[src/verilog/ptm_pkg.sv]
package ptm_pkg;

	// register byte addresses
	localparam logic [31:0] ADDR_PENDING   = 32'h4000_4000;
	localparam logic [31:0] ADDR_CONTROL   = 32'h4000_4004;
	localparam logic [31:0] ADDR_TCOUNT    = 32'h4000_4008;
	localparam logic [31:0] ADDR_PLIMIT    = 32'h4000_400C;
	localparam logic [31:0] ADDR_PCOUNT    = 32'h4001_4010;
	localparam logic [31:0] ADDR_MACTION   = 32'h4000_4014;
	localparam logic [31:0] ADDR_MVALUE0   = 32'h4000_4018;
	localparam logic [31:0] MVALUE_STRIDE  = 32'h0000_0004;

	// register indices used inside the block
	localparam logic [3:0] IDX_PENDING = 4'h0;
	localparam logic [3:0] IDX_CONTROL = 4'h1;
	localparam logic [3:0] IDX_TCOUNT  = 4'h2;
	localparam logic [3:0] IDX_PLIMIT  = 4'h3;
	localparam logic [3:0] IDX_PCOUNT  = 4'h4;
	localparam logic [3:0] IDX_MACTION = 4'h5;
	localparam logic [3:0] IDX_MVALUE0 = 4'h6;

	localparam int          NUM_CH       = 4;
	localparam int          COUNT_W      = 32;
	localparam int          CTL_ENABLE   = 0;
	localparam int          CTL_CLEAR    = 1;
	localparam int          MACT_STRIDE  = 3;
	localparam int          MACT_IRQ     = 0;
	localparam int          MACT_RESET   = 1;
	localparam int          MACT_STOP    = 2;
	localparam logic [31:0] RESET_VALUE  = 32'h0000_0000;
	localparam logic [31:0] ALL_ONES     = 32'hFFFF_FFFF;

	// one bus access as seen by the register file
	typedef struct packed {
		logic        wr;
		logic        hit;
		logic [3:0]  idx;
		logic [31:0] wdata;
	} ptm_req_t;

	// byte address to register index; hit low when unmapped
	function automatic logic [4:0] ptm_decode(input logic [31:0] addr);
		logic [4:0] res;
		res = 5'h00;
		unique case (addr)
			ADDR_PENDING: res = {1'b1, IDX_PENDING};
			ADDR_CONTROL: res = {1'b1, IDX_CONTROL};
			ADDR_TCOUNT:  res = {1'b1, IDX_TCOUNT};
			ADDR_PLIMIT:  res = {1'b1, IDX_PLIMIT};
			ADDR_PCOUNT:  res = {1'b1, IDX_PCOUNT};
			ADDR_MACTION: res = {1'b1, IDX_MACTION};
			default: begin
				for (int i = 0; i < NUM_CH; i++) begin
					if (addr == ADDR_MVALUE0 + MVALUE_STRIDE * 32'(i)) begin
						res = {1'b1, 4'(IDX_MVALUE0 + 4'(i))};
					end
				end
			end
		endcase
		return res;
	endfunction

endpackage

[src/verilog/ptm_apb_slave.sv]
`timescale 1ns/1ns
module ptm_apb_slave (
	input  wire logic              pclk,
	input  wire logic              presetn,
	input  wire logic              psel,
	input  wire logic              penable,
	input  wire logic              pwrite,
	input  wire logic [31:0]       paddr,
	input  wire logic [31:0]       pwdata,
	output logic                   pready,
	output logic                   pslverr,
	output logic [31:0]            prdata,
	output ptm_pkg::ptm_req_t      req,
	input  wire logic [31:0]       rd_value
);

	logic [4:0]  dec;
	logic [31:0] prdata_r;

	// decode on the live address; master holds it through the access
	assign dec       = ptm_pkg::ptm_decode(paddr);
	assign req.wr    = psel & penable & pwrite & dec[4];
	assign req.hit   = dec[4];
	assign req.idx   = dec[3:0];
	assign req.wdata = pwdata;

	// zero wait states; unmapped addresses answer with an error
	assign pready  = 1'b1;
	assign pslverr = psel & penable & ~dec[4];
	assign prdata  = prdata_r;

	// read data captured in setup so it comes from a flop in access
	always_ff @(posedge pclk or negedge presetn) begin
		if (!presetn) begin
			prdata_r <= ptm_pkg::RESET_VALUE;
		end else if (psel && !penable) begin
			prdata_r <= (dec[4] && !pwrite) ? rd_value : ptm_pkg::RESET_VALUE;
		end
	end

endmodule

[src/verilog/ptm_match_unit.sv]
`timescale 1ns/1ns
module ptm_match_unit #(
	parameter int NCH = 4,
	parameter int W   = 32
) (
	input  wire logic [W-1:0]   count,
	input  wire logic [W-1:0]   value [NCH],
	input  wire logic           fresh,
	output logic [NCH-1:0]      equal,
	output logic [NCH-1:0]      first
);

	// continuous comparison of every channel against the counter
	always_comb begin
		for (int i = 0; i < NCH; i++) begin
			equal[i] = (count == value[i]);
		end
	end

	// a match is reported once per arrival of the counter at the value
	assign first = equal & {NCH{fresh}};

endmodule

[src/verilog/ptm_timer_core.sv]
`timescale 1ns/1ns
// Summary of operation
// [RULE1] one pending flag per match channel, set when that channel interrupted
// [RULE2] writing one clears a pending flag, writing zero leaves it alone
// [RULE3] flag bits 0..3 map to channels 0..3, bits 31:4 read zero
// [RULE4] enable bit one lets both counters count, zero holds them
// [RULE5] clear bit one zeroes both counters each edge until it returns to zero
// [RULE6] timer counter steps at prescale terminal count, wraps all-ones to zero
// [RULE7] no flag and no interrupt on counter wrap
// [RULE8] prescale counter steps each enabled clock, returns to zero at limit
// [RULE9] timer counter advances once per limit plus one clocks
// [RULE10] prescale limit register is 32 bits and bounds the prescale counter
// [RULE11] channel irq enable bit plus match sets that channel's pending flag
// [RULE12] channel reset enable bit makes a match reset the timer counter
// [RULE13] channel stop enable bit halts both counters and clears enable bit
// [RULE14] each match value is compared to the counter continuously
// [RULE15] flag rises one clock after the match; reset keeps a full cycle
// [RULE16] a match in the clearing cycle wins over the clear
module ptm_timer_core #(
	parameter int NCH = ptm_pkg::NUM_CH
) (
	input  wire logic                         pclk,
	input  wire logic                         presetn,
	input  wire logic                         psel,
	input  wire logic                         penable,
	input  wire logic                         pwrite,
	input  wire logic [31:0]                  paddr,
	input  wire logic [31:0]                  pwdata,
	output logic                              pready,
	output logic                              pslverr,
	output logic [31:0]                       prdata,
	output logic [ptm_pkg::COUNT_W-1:0]       count_value,
	output logic [NCH-1:0]                    match_equal
);

	// refuse channel counts the action register layout cannot serve
	if (NCH < 1 || NCH > ptm_pkg::NUM_CH) begin : g_bad_nch
		$error("channel count out of range");
	end

	localparam int W = ptm_pkg::COUNT_W;

	ptm_pkg::ptm_req_t req;
	logic [31:0]       rd_value;
	logic [NCH-1:0]    pend_r;
	logic [NCH-1:0]    pend_nxt;
	logic              cen_r;
	logic              clr_r;
	logic [W-1:0]      tc_r;
	logic [W-1:0]      tc_nxt;
	logic [W-1:0]      pc_r;
	logic [W-1:0]      pc_nxt;
	logic [W-1:0]      pr_r;
	logic [11:0]       mact_r;
	logic [W-1:0]      mval_r [NCH];
	logic              fresh_r;
	logic              fresh_nxt;
	logic [NCH-1:0]    eq;
	logic [NCH-1:0]    first;
	logic [NCH-1:0]    irq_en;
	logic [NCH-1:0]    rst_en;
	logic [NCH-1:0]    stop_en;
	logic              tick;
	logic              do_reset;
	logic              do_stop;
	logic              wr_tc;
	logic              wr_pc;
	logic              wr_pend;

	ptm_apb_slave u_apb (
		.pclk     (pclk),
		.presetn  (presetn),
		.psel     (psel),
		.penable  (penable),
		.pwrite   (pwrite),
		.paddr    (paddr),
		.pwdata   (pwdata),
		.pready   (pready),
		.pslverr  (pslverr),
		.prdata   (prdata),
		.req      (req),
		.rd_value (rd_value)
	);

	ptm_match_unit #(
		.NCH (NCH),
		.W   (W)
	) u_match (
		.count (tc_r),
		.value (mval_r),
		.fresh (fresh_r),
		.equal (eq),
		.first (first)
	);

	// per-channel action bits pulled out of the action register
	always_comb begin
		for (int i = 0; i < NCH; i++) begin
			irq_en[i]  = mact_r[i*ptm_pkg::MACT_STRIDE + ptm_pkg::MACT_IRQ];
			rst_en[i]  = mact_r[i*ptm_pkg::MACT_STRIDE + ptm_pkg::MACT_RESET];
			stop_en[i] = mact_r[i*ptm_pkg::MACT_STRIDE + ptm_pkg::MACT_STOP];
		end
	end

	assign wr_tc   = req.wr && req.idx == ptm_pkg::IDX_TCOUNT;
	assign wr_pc   = req.wr && req.idx == ptm_pkg::IDX_PCOUNT;
	assign wr_pend = req.wr && req.idx == ptm_pkg::IDX_PENDING;

	// terminal prescale count while enabled; the timer steps on this edge
	assign tick     = cen_r && !clr_r && (pc_r == pr_r);                   // [RULE8] [RULE9]
	// actions wait for the terminal count so the matched value lasts a full step
	assign do_reset = tick && |(eq & rst_en);                              // [RULE12] [RULE15]
	assign do_stop  = tick && |(eq & stop_en);                             // [RULE13]

	// counter next values: clear bit, then bus write, then counting
	always_comb begin
		tc_nxt = tc_r;
		pc_nxt = pc_r;
		if (clr_r) begin
			tc_nxt = ptm_pkg::RESET_VALUE;                                 // [RULE5]
			pc_nxt = ptm_pkg::RESET_VALUE;                                 // [RULE5]
		end else begin
			if (cen_r) begin                                               // [RULE4]
				pc_nxt = tick ? ptm_pkg::RESET_VALUE : pc_r + 32'h0000_0001; // [RULE8] [RULE10]
			end
			if (do_reset) begin
				tc_nxt = ptm_pkg::RESET_VALUE;                             // [RULE12]
			end else if (tick && !do_stop) begin
				tc_nxt = tc_r + 32'h0000_0001;                             // [RULE6] wraps naturally
			end
			if (wr_tc) begin
				tc_nxt = req.wdata;
			end
			if (wr_pc) begin
				pc_nxt = req.wdata;
			end
		end
	end

	// a new counter value arms the comparators for one report
	// a counter write while clearing is dropped, so it must not arm a report
	assign fresh_nxt = (tc_nxt != tc_r) || do_reset || (wr_tc && !clr_r); // [RULE14]

	always_ff @(posedge pclk or negedge presetn) begin
		if (!presetn) begin
			tc_r    <= ptm_pkg::RESET_VALUE;
			pc_r    <= ptm_pkg::RESET_VALUE;
			fresh_r <= 1'b0;
		end else begin
			tc_r    <= tc_nxt;
			pc_r    <= pc_nxt;
			fresh_r <= fresh_nxt;
		end
	end

	// control bits; a stop match beats a same-cycle software enable
	always_ff @(posedge pclk or negedge presetn) begin
		if (!presetn) begin
			cen_r <= 1'b0;
			clr_r <= 1'b0;
		end else begin
			if (req.wr && req.idx == ptm_pkg::IDX_CONTROL) begin
				cen_r <= req.wdata[ptm_pkg::CTL_ENABLE];
				clr_r <= req.wdata[ptm_pkg::CTL_CLEAR];
			end
			if (do_stop) begin
				cen_r <= 1'b0;                                             // [RULE13]
			end
		end
	end

	// configuration registers
	always_ff @(posedge pclk or negedge presetn) begin
		if (!presetn) begin
			pr_r   <= ptm_pkg::RESET_VALUE;
			mact_r <= 12'h000;
			for (int i = 0; i < NCH; i++) begin
				mval_r[i] <= ptm_pkg::RESET_VALUE;
			end
		end else if (req.wr) begin
			if (req.idx == ptm_pkg::IDX_PLIMIT) begin
				pr_r <= req.wdata;                                         // [RULE10]
			end
			if (req.idx == ptm_pkg::IDX_MACTION) begin
				mact_r <= req.wdata[11:0];
			end
			for (int i = 0; i < NCH; i++) begin
				if (req.idx == 4'(ptm_pkg::IDX_MVALUE0 + 4'(i))) begin
					mval_r[i] <= req.wdata;
				end
			end
		end
	end

	// pending flags: set from the match, cleared by writing one; set wins
	always_comb begin
		pend_nxt = pend_r;
		if (wr_pend) begin
			pend_nxt = pend_r & ~req.wdata[NCH-1:0];                       // [RULE2]
		end
		pend_nxt = pend_nxt | (first & irq_en);                            // [RULE11] [RULE16] [RULE7]
	end

	always_ff @(posedge pclk or negedge presetn) begin
		if (!presetn) begin
			pend_r <= '0;
		end else begin
			pend_r <= pend_nxt;                                            // [RULE1]
		end
	end

	// read mux; unused high bits read as zero
	always_comb begin
		rd_value = ptm_pkg::RESET_VALUE;
		unique case (req.idx)
			ptm_pkg::IDX_PENDING: rd_value = 32'(pend_r);                  // [RULE3]
			ptm_pkg::IDX_CONTROL: rd_value = {30'h0, clr_r, cen_r};
			ptm_pkg::IDX_TCOUNT:  rd_value = tc_r;
			ptm_pkg::IDX_PLIMIT:  rd_value = pr_r;
			ptm_pkg::IDX_PCOUNT:  rd_value = pc_r;
			ptm_pkg::IDX_MACTION: rd_value = 32'(mact_r);
			default: begin
				for (int i = 0; i < NCH; i++) begin
					if (req.idx == 4'(ptm_pkg::IDX_MVALUE0 + 4'(i))) begin
						rd_value = mval_r[i];
					end
				end
			end
		endcase
	end

	assign count_value = tc_r;
	assign match_equal = eq;

	// quiet cycle helper: no bus write and no clear
	logic quiet;
	assign quiet = !req.wr && !clr_r;

	property p_w1c;
		@(posedge pclk) disable iff (!presetn)
		wr_pend && req.wdata[0] && !(first[0] && irq_en[0]) |=> !pend_r[0];
	endproperty
	a_w1c: assert property (p_w1c) else $error("flag not cleared by one"); // [RULE2]

	property p_keep;
		@(posedge pclk) disable iff (!presetn)
		wr_pend && !req.wdata[0] && pend_r[0] |=> pend_r[0];
	endproperty
	a_keep: assert property (p_keep) else $error("flag lost on zero write"); // [RULE2]

	property p_set;
		@(posedge pclk) disable iff (!presetn)
		first[0] && irq_en[0] |=> pend_r[0];
	endproperty
	a_set: assert property (p_set) else $error("match did not set flag"); // [RULE11] [RULE16]

	property p_hold;
		@(posedge pclk) disable iff (!presetn)
		!cen_r && quiet |=> $stable(tc_r) && $stable(pc_r);
	endproperty
	a_hold: assert property (p_hold) else $error("counters moved while disabled"); // [RULE4]

	property p_clear;
		@(posedge pclk) disable iff (!presetn)
		clr_r ##1 clr_r |-> tc_r == 32'h0000_0000 && pc_r == 32'h0000_0000;
	endproperty
	a_clear: assert property (p_clear) else $error("counters not held clear"); // [RULE5]

	property p_step;
		@(posedge pclk) disable iff (!presetn)
		tick && !do_reset && !do_stop && quiet |=> tc_r == $past(tc_r) + 32'h0000_0001 && pc_r == 32'h0000_0000;
	endproperty
	a_step: assert property (p_step) else $error("timer did not step at terminal count"); // [RULE6]

	property p_prescale;
		@(posedge pclk) disable iff (!presetn)
		cen_r && !tick && quiet |=> pc_r == $past(pc_r) + 32'h0000_0001 && $stable(tc_r);
	endproperty
	a_prescale: assert property (p_prescale) else $error("prescale count wrong"); // [RULE8] [RULE9]

	property p_wrap;
		@(posedge pclk) disable iff (!presetn)
		tick && tc_r == ptm_pkg::ALL_ONES && !do_reset && !do_stop && quiet && !first[0]
			|=> tc_r == 32'h0000_0000 && pend_r[0] == $past(pend_r[0]);
	endproperty
	a_wrap: assert property (p_wrap) else $error("wrap misbehaved"); // [RULE7]

	property p_reset;
		@(posedge pclk) disable iff (!presetn)
		do_reset && quiet |=> tc_r == 32'h0000_0000;
	endproperty
	a_reset: assert property (p_reset) else $error("match reset failed"); // [RULE12]

	property p_stop;
		@(posedge pclk) disable iff (!presetn)
		do_stop && !do_reset && quiet |=> !cen_r && $stable(tc_r) ##1 $stable(tc_r);
	endproperty
	a_stop: assert property (p_stop) else $error("stop on match failed"); // [RULE13]

	property p_reserved;
		@(posedge pclk) disable iff (!presetn)
		psel && !penable && !pwrite && paddr == ptm_pkg::ADDR_PENDING |=> prdata[31:4] == 28'h0;
	endproperty
	a_reserved: assert property (p_reserved) else $error("reserved flag bits not zero"); // [RULE3]

endmodule

[config.mk]
export PLATFORM = sky130hd
export DESIGN_NAME = ptm_timer_core
export DESIGN_NICKNAME = d
export VERILOG_FILES = /design/src/verilog/ptm_pkg.sv /design/src/verilog/ptm_apb_slave.sv /design/src/verilog/ptm_match_unit.sv /design/src/verilog/ptm_timer_core.sv
export SDC_FILE = /design/constraint.sdc
export NUM_CORES = 1
export LEC_CHECK = 0
export ABC_CLOCK_PERIOD_IN_PS = 3870
export BUFFER_PORTS_ARGS = -buffer_cell sky130_fd_sc_hd__buf_4
export CORE_MARGIN = 2
export CORE_UTILIZATION = 45
export DETAILED_ROUTE_END_ITERATION = 10
export PLACE_DENSITY = 0.68
export SETUP_SLACK_MARGIN = 0.02
export SLEW_MARGIN = 20
export SYNTH_ARGS = -nofsm -noshare
export SYNTH_HDL_FRONTEND = slang
export SYNTH_SLANG_ARGS = --single-unit
[constraint.sdc]
create_clock -name pclk -period 3.87 [get_ports pclk]
set_clock_uncertainty 0.1 [all_clocks]
set_input_delay 0.774 -clock pclk [delete_from_list [all_inputs] [get_ports pclk]]
set_output_delay 0.774 -clock pclk [all_outputs]
set_load 0.005 [all_outputs]
==> summary.txt, run 1 <==
Die Wd -> 198.7 um
Final Max Slew Viols -> 0
register area share after synthesis -> 40.33%
MaxCap Viol Count -> 0
Core Region -> 37490 um^2
PortBufs -> 137
largest family of logic cells by synthesized area -> simple AND/OR/NAND/NOR gates
crit start category -> register
critical-path cell list -> xor2_1 -> nor4_1 -> nand4_1 -> buf_4 -> nor3_1 -> buf_4 -> o41ai_4 -> buf_4 -> nand2_1 -> buf_4 -> a21o_1 -> a32o_1 -> nor4_2 -> nand3_1
Final Cycle Share -> 94.83%
met3 GRT Util -> 6.595%
die area -> 39490 um^2
Hold Crit Class -> in2async
setup tns final -> 0 ps
DR iter-0 viols -> 1382
final count of negative-setup-slack endpoints -> 0
Cell Rows -> 71
switching power total -> 1549 uW
Worst Path Arrival -> 4000 ps
Clk pwr share -> 52.4%
status -> complete, no violations
setup bufs post-CTS -> 0
via count -> 15940
critical path's slowest cell -> dfrtp_1
r2r startpoint -> count_value[16]
drc violations -> 0
Hold Fails Final Rpt -> 0
clk slew on worst S/H paths -> 60 ps
Comb pwr share -> 3.9%
Most Crowded Layer GR -> met2
worst skew pair latency -> 570 ps
Die Y -> 198.7 um
DP Area -> 19870 um^2
Reg2Reg Depth -> 14
total wire length -> 72050 um
Post-Synth XOR/XNOR Area -> 10.01%
iteration count of the initial detailed-routing pass -> 6
FFs w/ async S/R, synth -> 100.0%
Synth Cell Area -> 17060 um^2
area added between synthesis and finish -> 23.52%
post-route ant nets -> 0
Final Cell Area -> 21080 um^2
multiplexer share of the synthesized area -> 14.78%
most frequent cells in the layout -> buf_4, dfrtp_1, nand2_1, xor2_1, o21ai_0
cells after synthesis -> 1815
met1 Usage GRT -> 51.15%
Starting Density -> 45.51%
Final min period -> 3670 ps
Setup Crit Path Kind -> reg2reg
Leakage -> 0.01022 uW
Internal -> 5028 uW
#FFs+latches synth -> 275
Top Family by Delay on Critical Path -> simple AND/OR/NAND/NOR gates
switch share -> 23.56%
Sequential Power Share -> 43.7%
area fraction in compound gates after synthesis -> 13.68%
post-synthesis simple-gate area fraction -> 16.50%
post-DP HPWL -> 54510 um
FMAX -> 272.5 MHz
Root Driver -> clkbuf_16
clk sink count -> 275
vias in the first global route -> 15870
Ys Warns -> 0
largest net degree at the start of global routing -> 101
GR Overflow Total -> 0
reg-to-reg slack, setup -> 200 ps
Adder-Cell Fraction of Synth Area -> 0.1467%
CP Capture Type -> register
Syn Area/Cell -> 9.401 um^2
Netlist cell types -> 78
Worst-Margin Slew -> 922.0 ps
Top Ports -> 139
CTS tree -> done
pwr dens -> 312.1 nW/um^2
clk buf depth -> 3
GRT Overall Usage -> 37.22%
first-pass GRT wire length -> 106400 um
Num CTS Buffers -> 34
worst path bufs/invs -> 4
Post-Syn Nets -> 1886
Via density -> 6.135
RR Endpoint -> fresh_r
crit path max fanout -> 17
CP required -> 4200 ps
CP most frequent cell -> buf_4
worst IR drop on VDD -> 0.3280 mV
antenna violations before repair -> 4
crit-path max cell delay -> 680 ps
commonest non-fill, non-tap cell in the layout -> buf_4
number of synthesized flops with an enable pin -> 0
CTS H-tree depth -> 2
final layout net count -> 2133
post-cts repair resize count -> 0
mean routed wirelength per cell -> 27.72 um
GPL Wtd Cong -> 1.038
relative slew slack -> 38.54%
share of layout cells above drive strength 1 -> 26.07%
grt met2 use -> 57.37%
Most used DFF post-synth -> dfrtp_1
RSZ-0062 raised after global routing -> no
Post-CTS Hold Buffers -> 0
## kinds of logic after synthesis
| kind of cell | after synthesis |
|---|---|
| xor gates and xnor gates | 195 |
| muxes | 231 |
| and+or+nand+nor | 549 |
| buffers and inverters | 166 |
| other | 1 |
| DFF | 275 |
| AOI/OAI and AO/OA | 396 |
| adders and majority gates | 2 |
## routing by layer
layer	routed length, um	part of all wire, %
met5	13	0.018
met4	3292	4.6
met2	32230	45
met1	30680	43
met3	5835	8.1
## stage by stage
step | std cells | utilization [%] | total power (uW) | hold slack (ps) | worst slack (ps)
3_5_place_dp | 2537 | 53.01 | 3181 | 371.3 | -125.4
4_1_cts | 2598 | 56.21 | 6608 | 231.4 | 238.1
5_1_grt | 2598 | 56.21 | 6737 | 209.2 | 93.26
3_3_place_gp | 2537 | 53.01 | 3180 | 367.8 | -129.2
2_1_floorplan | 1815 | - | 2978 | 365.6 | 439.4
6_report | 2599 | 56.22 | 6577 | 134.2 | 200.1
## power by group through the flow
stage,Sequential [uW],Clock (uW),Combinational [uW]
2_1_floorplan,2930,0,49.7
3_3_place_gp,2930,0,252
6_report,2880,3450,256
3_5_place_dp,2930,0,253
4_1_cts,2880,3480,254
5_1_grt,2870,3590,271
## sequential cells by signal, summed over array words and instances (netlist names)
signal	cells
mval_r	128
pend_r	4
pr_r	32
clr_r	1
cen_r	1
count_value	32
pc_r	32
mact_r	12
fresh_r	1
u_apb.prdata	32
## worst max path at each step
stage	startpoint	to	cells past startpoint
finish	count_value[16]	fresh_r	14
global route	count_value[0]	fresh_r	14
CTS	count_value[0]	match_equal[2]	9
detailed placement	paddr[5]	fresh_r	13
global placement	paddr[5]	fresh_r	13
floorplan	paddr[9]	mval_r[69]	7
## worst reg2reg max path, cell delays in order (launching register included)
cell	delay [ps]
dfrtp_1	680
xor2_1	340
nor4_1	110
nand4_1	130
buf_4	160
nor3_1	50
buf_4	140
o41ai_4	350
buf_4	180
nand2_1	170
buf_4	270
a21o_1	180
a32o_1	290
nor4_2	270
nand3_1	110
## cell type report
class | instances | area (um^2)
Tap cell | 511 | 639.4
Timing Repair Buffer | 354 | 2815
Inverter | 23 | 86.33
Antenna cell | 1 | 2.502
Clock inverter | 20 | 262.8
Multi-Input combinational cell | 1374 | 9450
Clock buffer | 41 | 938.4
Fill cell | 3388 | 16410
Sequential cell | 275 | 6882
## synthesized netlist by cell type (16+ instances only)
| master | count | area (um^2) |
|---|---|---|
| a211oi_1 | 16 | 120.1 |
| a21oi_1 | 97 | 485.5 |
| and3_1 | 18 | 112.6 |
| buf_2 | 53 | 265.3 |
| clkbuf_1 | 71 | 266.5 |
| dfrtp_1 | 275 | 6882 |
| inv_1 | 22 | 82.58 |
| mux2_1 | 71 | 799.5 |
| mux2_2 | 97 | 1092 |
| mux2i_1 | 63 | 630.6 |
| nand2_1 | 199 | 747.0 |
| nand3_1 | 44 | 220.2 |
| nand4_1 | 20 | 125.1 |
| nor2_1 | 74 | 277.8 |
| nor3_1 | 51 | 255.2 |
| nor4_1 | 66 | 412.9 |
| o21ai_0 | 154 | 770.7 |
| o21ai_1 | 46 | 230.2 |
| xnor2_1 | 25 | 219.0 |
| xor2_1 | 170 | 1489 |
(Power assumes the default switching activity.)
==> inputs of run 2 (changes only) <==
ABC_AREA = 1   (was not set)
MAX_ROUTING_LAYER = met4   (was not set)
==> run 2 against run 1 <==
Critical path depth is 8 higher. Non-clock buffer count is 80 lower. Global-route usage is 3.7 points higher. Largest power group unchanged. Maximum frequency is 0.81% higher. Area after synthesis is 5.6% higher. Worst hold slack worse by 9.6 ps. Power is 5.4% higher. First-iteration DRC count is 57% higher. Core utilization is 1.6 points lower. Cell count is 27% higher.
==> summary.txt, run 2 <==
MaxCap Viol Count -> 0 (unchanged)
Num CTS Buffers -> 36 (was 34)
RR Endpoint -> fresh_r (unchanged)
CTS tree -> done (unchanged)
clk sink count -> 275 (unchanged)
Synth top area share -> 38.20% (was 40.33%)
Synth Cell Area -> 18010 um^2 (was 17060 um^2)
Area contributors post-synth -> dfrtp_1, nand2_1, o21ai_0, inv_1, nand3_1 (was dfrtp_1, xor2_1, mux2_2, mux2_1, o21ai_0)
final count of negative-setup-slack endpoints -> 0 (unchanged)
Filler cells -> 3923 (was 3388)
Cell Rows -> 73 (was 71)
register area share after synthesis -> 38.20% (was 40.33%)
Worst-Margin Slew -> 873.1 ps (was 922.0 ps)
clk slew on worst S/H paths -> 60 ps (about the same)
Syn Area/Cell -> 6.982 um^2 (was 9.401 um^2)
flip-flop and latch area -> 6882 um^2 (unchanged)
DR iter-0 viols -> 2166 (was 1382)
worst IR drop on VDD -> 0.2888 mV (was 0.3280 mV)
mean routed wirelength per cell -> 24.96 um (was 27.72 um)
first-pass GRT wire length -> 121200 um (was 106400 um)
max reg flops -> 128 (unchanged)
#FFs+latches synth -> 275 (unchanged)
pwr dens -> 320.0 nW/um^2 (was 312.1 nW/um^2)
area of the multi-input gates -> 9524 um^2 (was 9450 um^2)
total wire length -> 82680 um (was 72050 um)
Setup Crit Path Kind -> reg2reg (unchanged)
Reg2Reg Depth -> 22 (was 14)
area added between synthesis and finish -> 20.21% (was 23.52%)
PortBufs -> 137 (unchanged)
Via density -> 5.878 (was 6.135)
Root Driver -> clkbuf_16 (unchanged)
FFs w/ async S/R, synth -> 100.0% (unchanged)
Die Wd -> 204.1 um (was 198.7 um)
Most used DFF post-synth -> dfrtp_1 (unchanged)
Yosys top cell by area -> dfrtp_1 (unchanged)
iteration count of the initial detailed-routing pass -> 6 (unchanged)
CP required -> 4190 ps (was 4200 ps)
Comb pwr share -> 3.7% (was 3.9%)
clk buf depth -> 3 (unchanged)
RSZ-0062 raised after global routing -> no (unchanged)
GR Overflow Total -> 0 (unchanged)
die area -> 41650 um^2 (was 39490 um^2)
number of synthesized flops with an enable pin -> 0 (unchanged)
final layout net count -> 2830 (was 2133)
switch share -> 22.78% (was 23.56%)
Internal -> 5351 uW (was 5028 uW)
Final min period -> 3640 ps (was 3670 ps)
Clk pwr share -> 54.8% (was 52.4%)
via count -> 19470 (was 15940)
relative slew slack -> 41.79% (was 38.54%)
CP Capture Type -> register (unchanged)
switching power total -> 1579 uW (was 1549 uW)
CTS H-tree depth -> 2 (unchanged)
largest net degree at the start of global routing -> 96 (was 101)
Ys Warns -> 0 (unchanged)
crit start category -> register (unchanged)
status -> complete, no violations (unchanged)
GPL Wtd Cong -> 1.028 (was 1.038)
vias in the first global route -> 18620 (was 15870)
Final Cycle Share -> 94.06% (was 94.83%)
drc violations -> 0 (unchanged)
Hold Fails Final Rpt -> 0 (unchanged)
Sequential Power Share -> 41.5% (was 43.7%)
worst skew pair latency -> 560 ps (was 570 ps)
most frequent cells in the layout -> nand2_1, o21ai_0, dfrtp_1, buf_4, inv_1 (was buf_4, dfrtp_1, nand2_1, xor2_1, o21ai_0)
Worst Path Arrival -> 3960 ps (was 4000 ps)
crit path max fanout -> 20 (was 17)
Top Ports -> 139 (unchanged)
Leakage -> 0.01012 uW (was 0.01022 uW)
cells after synthesis -> 2580 (was 1815)
share of layout cells above drive strength 1 -> 14.72% (was 26.07%)
Netlist cell types -> 51 (was 78)
Die Y -> 204.1 um (was 198.7 um)
post-route ant nets -> 0 (unchanged)
Post-Syn Nets -> 2651 (was 1886)
final core occ -> 54.62% (was 56.22%)
GRT Overall Usage -> 40.89% (was 37.22%)
Final Max Slew Viols -> 0 (unchanged)
commonest non-fill, non-tap cell in the layout -> nand2_1 (was buf_4)
Starting Density -> 45.44% (was 45.51%)
setup bufs post-CTS -> 0 (unchanged)
post-DP HPWL -> 63430 um (was 54510 um)
Top reg by flops -> mval_r (unchanged)
Hold Crit Class -> in2async (unchanged)
Post-CTS Hold Buffers -> 0 (unchanged)
FMAX -> 274.7 MHz (was 272.5 MHz)
r2r startpoint -> count_value[3] (was count_value[16])
post-cts repair resize count -> 0 (unchanged)
Core Region -> 39640 um^2 (was 37490 um^2)
reg-to-reg slack, setup -> 230 ps (was 200 ps)
cell with the most instances after synthesis -> nand2_1 (was dfrtp_1)
antenna violations before repair -> 0 (was 4)
setup tns final -> 0 ps (unchanged)
Synth top cells by count -> nand2_1, o21ai_0, dfrtp_1, inv_1, nand3_1 (was dfrtp_1, nand2_1, xor2_1, o21ai_0)
## run 2: cell count changes in the layout (fill, tap and decap cells not counted), moves of 63 or more
cell / previous run / this run
nor2_1: 73 / 161
xor2_1: 170 / 39
mux2_2: 97 / 0
nand3_1: 44 / 166
mux2_1: 71 / 0
o21ai_0: 154 / 344
mux2i_1: 63 / 0
a21oi_1: 97 / 17
nand2_1: 199 / 750
inv_1: 22 / 256
xnor2_1: 25 / 93
buf_4: 341 / 261
## run 2: layer usage
layer	vias up	share of wire (%)	global-route usage, %
li1	8845	-	-
met1	9376	42	55.60
met2	1078	43	59.77
met3	174	10	8.753
met4	0	4.2	15.48
met5	-	0	-
## run 2: through the flow
stage,setup slack [ps],total power [uW],hold WS (ps),area [um^2],std cells
2_1_floorplan,946.4,2977,363.9,18010,2580
3_3_place_gp,93.26,3177,382.8,20310,3246
3_5_place_dp,115.1,3181,389.4,20310,3246
4_1_cts,335.5,6970,198.2,21650,3310
5_1_grt,109.4,7074,163.7,21650,3310
6_report,229.7,6930,124.6,21650,3313
## run 2: critical path: stages (launching register included)
cell and delay, ps:
dfrtp_1 750, xnor2_1 220, nand2_1 80, nor2_1 110
nand2_1 100, nor2_1 460, nand3_1 140, nand2_1 100
nor2_2 60, buf_4 220, buf_4 180, nand2_1 50
nand2_1 50, nand2_1 60, nand3_1 100, nand3_1 110
nand2_1 60, inv_1 50, nand2_1 60, nor2_1 200
nand2_1 80, nor2_1 90, nand3_1 80
## run 2: worst max-delay path by stage
stage                          from               end  slack [ps]  cells after the start
floorplan                 paddr[23]  u_apb.prdata[12]         950                     16
global placement           paddr[3]           fresh_r          90                     21
detailed placement        paddr[12]           fresh_r         120                     24
CTS                 count_value[12]    match_equal[2]         340                      9
global route        count_value[28]           fresh_r         110                     23
finish               count_value[3]           fresh_r         230                     22
## run 2: final cells by class
type / instances / area share [%]
inverters: 274 / 4.750
diodes: 3 / 0.03467
repair buffers: 274 / 10.23
flip-flops and latches: 275 / 31.78
clock buffers: 52 / 4.992
clock inverters: 12 / 1.196
well taps: 525 / 3.034
multi-input cells: 1898 / 43.98
## run 2: power by group through the flow
stage | sequential (uW) | combinational, uW | clock (uW)
floorplan | 2930 | 48.2 | 0
global placement | 2930 | 250 | 0
detailed placement | 2930 | 253 | 0
CTS | 2880 | 253 | 3840
global route | 2870 | 273 | 3930
finish | 2880 | 257 | 3800
## run 2: cells by family (layout without fill, tap and decap cells)
kind of cell	count (synthesis)	in the layout	synth area share, %
adder cells (fa/ha/maj)	2	2	0.1389
flip-flops	275	275	38.20
buffers and inverters	407	612	9.106
other	1	4	0.02082
AND/OR/NAND/NOR	1245	1245	29.75
AO/OA/AOI/OAI	518	518	16.36
XOR/XNOR	132	132	6.418
==> inputs of run 3 (changes only) <==
GPL_TIMING_DRIVEN = 0   (was not set)
==> run 3 against run 2 <==
The run now ends with negative setup slack left. Worst hold slack improved by 0.51 ps. Largest power group unchanged. Global-route usage rose by 2.6 points. First-iteration DRC count rose by 9.6%. Flip-flop and latch count did not move. Clock power fell by 7.1%. Via count rose by 2.6%. Power fell by 3.9%. Clock-buffer cell count fell by 4. Core utilization fell by 0.90 points. Worst setup slack got worse by 330 ps. Final area fell by 1.6%.
==> summary.txt, run 3 (synthesized netlist as in run 2, its figures left out) <==
status -> complete, but fails checks (was complete, no violations)
violated checks -> negative setup slack
Die Y -> 204.1 um (unchanged)
GR Overflow Total -> 0 (unchanged)
Post-CTS Hold Buffers -> 0 (unchanged)
post-route insts no fill -> 3320 (was 3313)
Final Cycle Share -> 102.7% (was 94.06%)
Hold Fails Final Rpt -> 0 (unchanged)
area added between synthesis and finish -> 18.23% (was 20.21%)
commonest non-fill, non-tap cell in the layout -> nand2_1 (unchanged)
Via density -> 6.018 (was 5.878)
CTS H-tree depth -> 2 (unchanged)
RSZ-0062 raised after global routing -> yes (was no)
vias in the first global route -> 18640 (was 18620)
total wire length -> 88570 um (was 82680 um)
Num CTS Buffers -> 36 (unchanged)
Sequential Power Share -> 43.2% (was 41.5%)
worst skew pair latency -> 580 ps (was 560 ps)
CP required -> 4150 ps (was 4190 ps)
Final min period -> 3973 ps (was 3640 ps)
clk slew on worst S/H paths -> 50 ps (was 60 ps)
Top reg by flops -> mval_r (unchanged)
Internal -> 5033 uW (was 5351 uW)
die area -> 41650 um^2 (unchanged)
Worst-Margin Slew -> 940.3 ps (was 873.1 ps)
Clk pwr share -> 53.0% (was 54.8%)
crit start category -> register (unchanged)
FMAX -> 251.7 MHz (was 274.7 MHz)
Cell Rows -> 73 (unchanged)
Die Wd -> 204.1 um (unchanged)
share of layout cells above drive strength 1 -> 13.72% (was 14.72%)
Hold Crit Class -> in2async (unchanged)
DP Area -> 19770 um^2 (was 20310 um^2)
CTS tree -> done (unchanged)
post-DP HPWL -> 69650 um (was 63430 um)
Starting Density -> 45.44% (unchanged)
antenna violations before repair -> 6 (was 0)
Top Ports -> 139 (unchanged)
GPL Wtd Cong -> 1.054 (was 1.028)
clk buf depth -> 3 (unchanged)
DP Cell Count -> 3244 (was 3246)
PortBufs -> 137 (unchanged)
final layout net count -> 2837 (was 2830)
Final Max Slew Viols -> 0 (unchanged)
Final Cell Area -> 21300 um^2 (was 21650 um^2)
switching power total -> 1627 uW (was 1579 uW)
pwr dens -> 312.7 nW/um^2 (was 320.0 nW/um^2)
crit path launch -> count_value[6] (was count_value[3])
GRT Overall Usage -> 43.47% (was 40.89%)
crit path max fanout -> 10 (was 20)
max reg flops -> 128 (unchanged)
Root Driver -> clkbuf_16 (unchanged)
MaxCap Viol Count -> 0 (unchanged)
r2r startpoint -> count_value[6] (was count_value[3])
Worst Path Arrival -> 4260 ps (was 3960 ps)
mean routed wirelength per cell -> 26.68 um (was 24.96 um)
switch share -> 24.43% (was 22.78%)
Final WS setup -> -103.0 ps (was 229.7 ps)
drc violations -> 0 (unchanged)
most frequent cells in the layout -> nand2_1, o21ai_0, dfrtp_1, inv_1, nand3_1 (was nand2_1, o21ai_0, dfrtp_1, buf_4, inv_1)
Comb pwr share -> 3.8% (was 3.7%)
Setup Crit Path Kind -> reg2reg (unchanged)
via count -> 19980 (was 19470)
first-pass GRT wire length -> 125600 um (was 121200 um)
setup tns final -> -103.0 ps (was 0 ps)
worst IR drop on VDD -> 0.3549 mV (was 0.2888 mV)
iteration count of the initial detailed-routing pass -> 7 (was 6)
Leakage -> 0.009855 uW (was 0.01012 uW)
Core Region -> 39640 um^2 (unchanged)
final count of negative-setup-slack endpoints -> 1 (was 0)
clk sink count -> 275 (unchanged)
Filler cells -> 3917 (was 3923)
largest net degree at the start of global routing -> 95 (was 96)
post-route ant nets -> 0 (unchanged)
relative slew slack -> 36.77% (was 41.79%)
DR iter-0 viols -> 2373 (was 2166)
CP Capture Type -> register (unchanged)
run 3: cell types whose count changed in the layout (fill, tap and decap cells not counted), moves of 14 or more:
| cell | change |
|---|---|
| clkinvlp_4 | +14 |
| buf_4 | -108 |
| inv_1 | -15 |
| buf_2 | +44 |
| clkbuf_1 | +68 |
run 3: metal layers:
layer	vias up	share of wire [%]	track usage, %
met5	-	0	-
met4	0	5.9	21.84
met3	251	10	9.279
met2	1210	45	66.00
met1	9648	39	54.95
li1	8871	-	-
run 3: cell type report:
class,count,area [um^2],share of cell area [%]
multi-input cells,1898,9634,45.24
clock buffers,48,1036,4.864
clock inverters,16,196.4,0.9223
inverters,274,1077,5.058
flip-flops and latches,275,6884,32.32
repair buffers,148,1159,5.440
well taps,525,656.9,3.084
plain buffers,133,646.9,3.037
diodes,3,7.507,0.03525
run 3: stage by stage:
stage                     util, %  setup WS [ps]  total power, uW  hold WS (ps)
after CTS                   53.05         -167.9             6655         161.8
final                       53.73         -103.0             6659         125.1
after floorplan                 -          946.4             2977         363.9
after global placement      49.69         -756.3             3165         389.5
after global routing        53.73         -68.82             6784         177.7
after detailed placement    49.87         -769.2             3176         397.1
run 3: worst max-delay path, stage by stage (launching register included):
cell and delay [ps]:
dfrtp_1 350, buf_4 240, clkinvlp_4 230, nand2_1 100, nand4_1 290, nor2_1 240, nand2_1 110, nor2_4 220
nand3_1 110, nand2_1 120, nor2_4 60, nand2_4 160, inv_2 140, buf_4 210, nand2_1 70, nand2_1 70
nand2_1 90, nand2_1 50, nand2_1 120, nor2_1 50, nor2_1 130, nand3_1 160, nor2_1 160, nand3_2 200
run 3: timing repair:
action,CTS,global route
setup buffers,0,9
endpoints found under the hold margin,0,0
resized for setup,9,59
endpoints found under the setup margin,8,27
gates cloned,0,0
pin swaps,0,8
run 3: worst paths after layout:
| kind | slack [ps] | cells after the start | endpoint |
|---|---|---|---|
| setup / recovery | -100 | 23 | fresh_r |
| hold / removal | 130 | 1 | mval_r[103] |
| setup reg to reg | -100 | 23 | fresh_r |
| hold reg to reg | 410 | 2 | mval_r[112] |
| max in group asynchronous | 2480 | 2 | pc_r[30] |
| min in group pclk | 370 | 3 | count_value[23] |
run 3: power groups by stage:
| stage | sequential (uW) | clock, uW | combinational (uW) |
|---|---|---|---|
| after floorplan | 2930 | 0 | 48.2 |
| after global placement | 2930 | 0 | 237 |
| after detailed placement | 2930 | 0 | 249 |
| after CTS | 2880 | 3530 | 249 |
| after global routing | 2870 | 3640 | 270 |
| final | 2880 | 3530 | 255 |
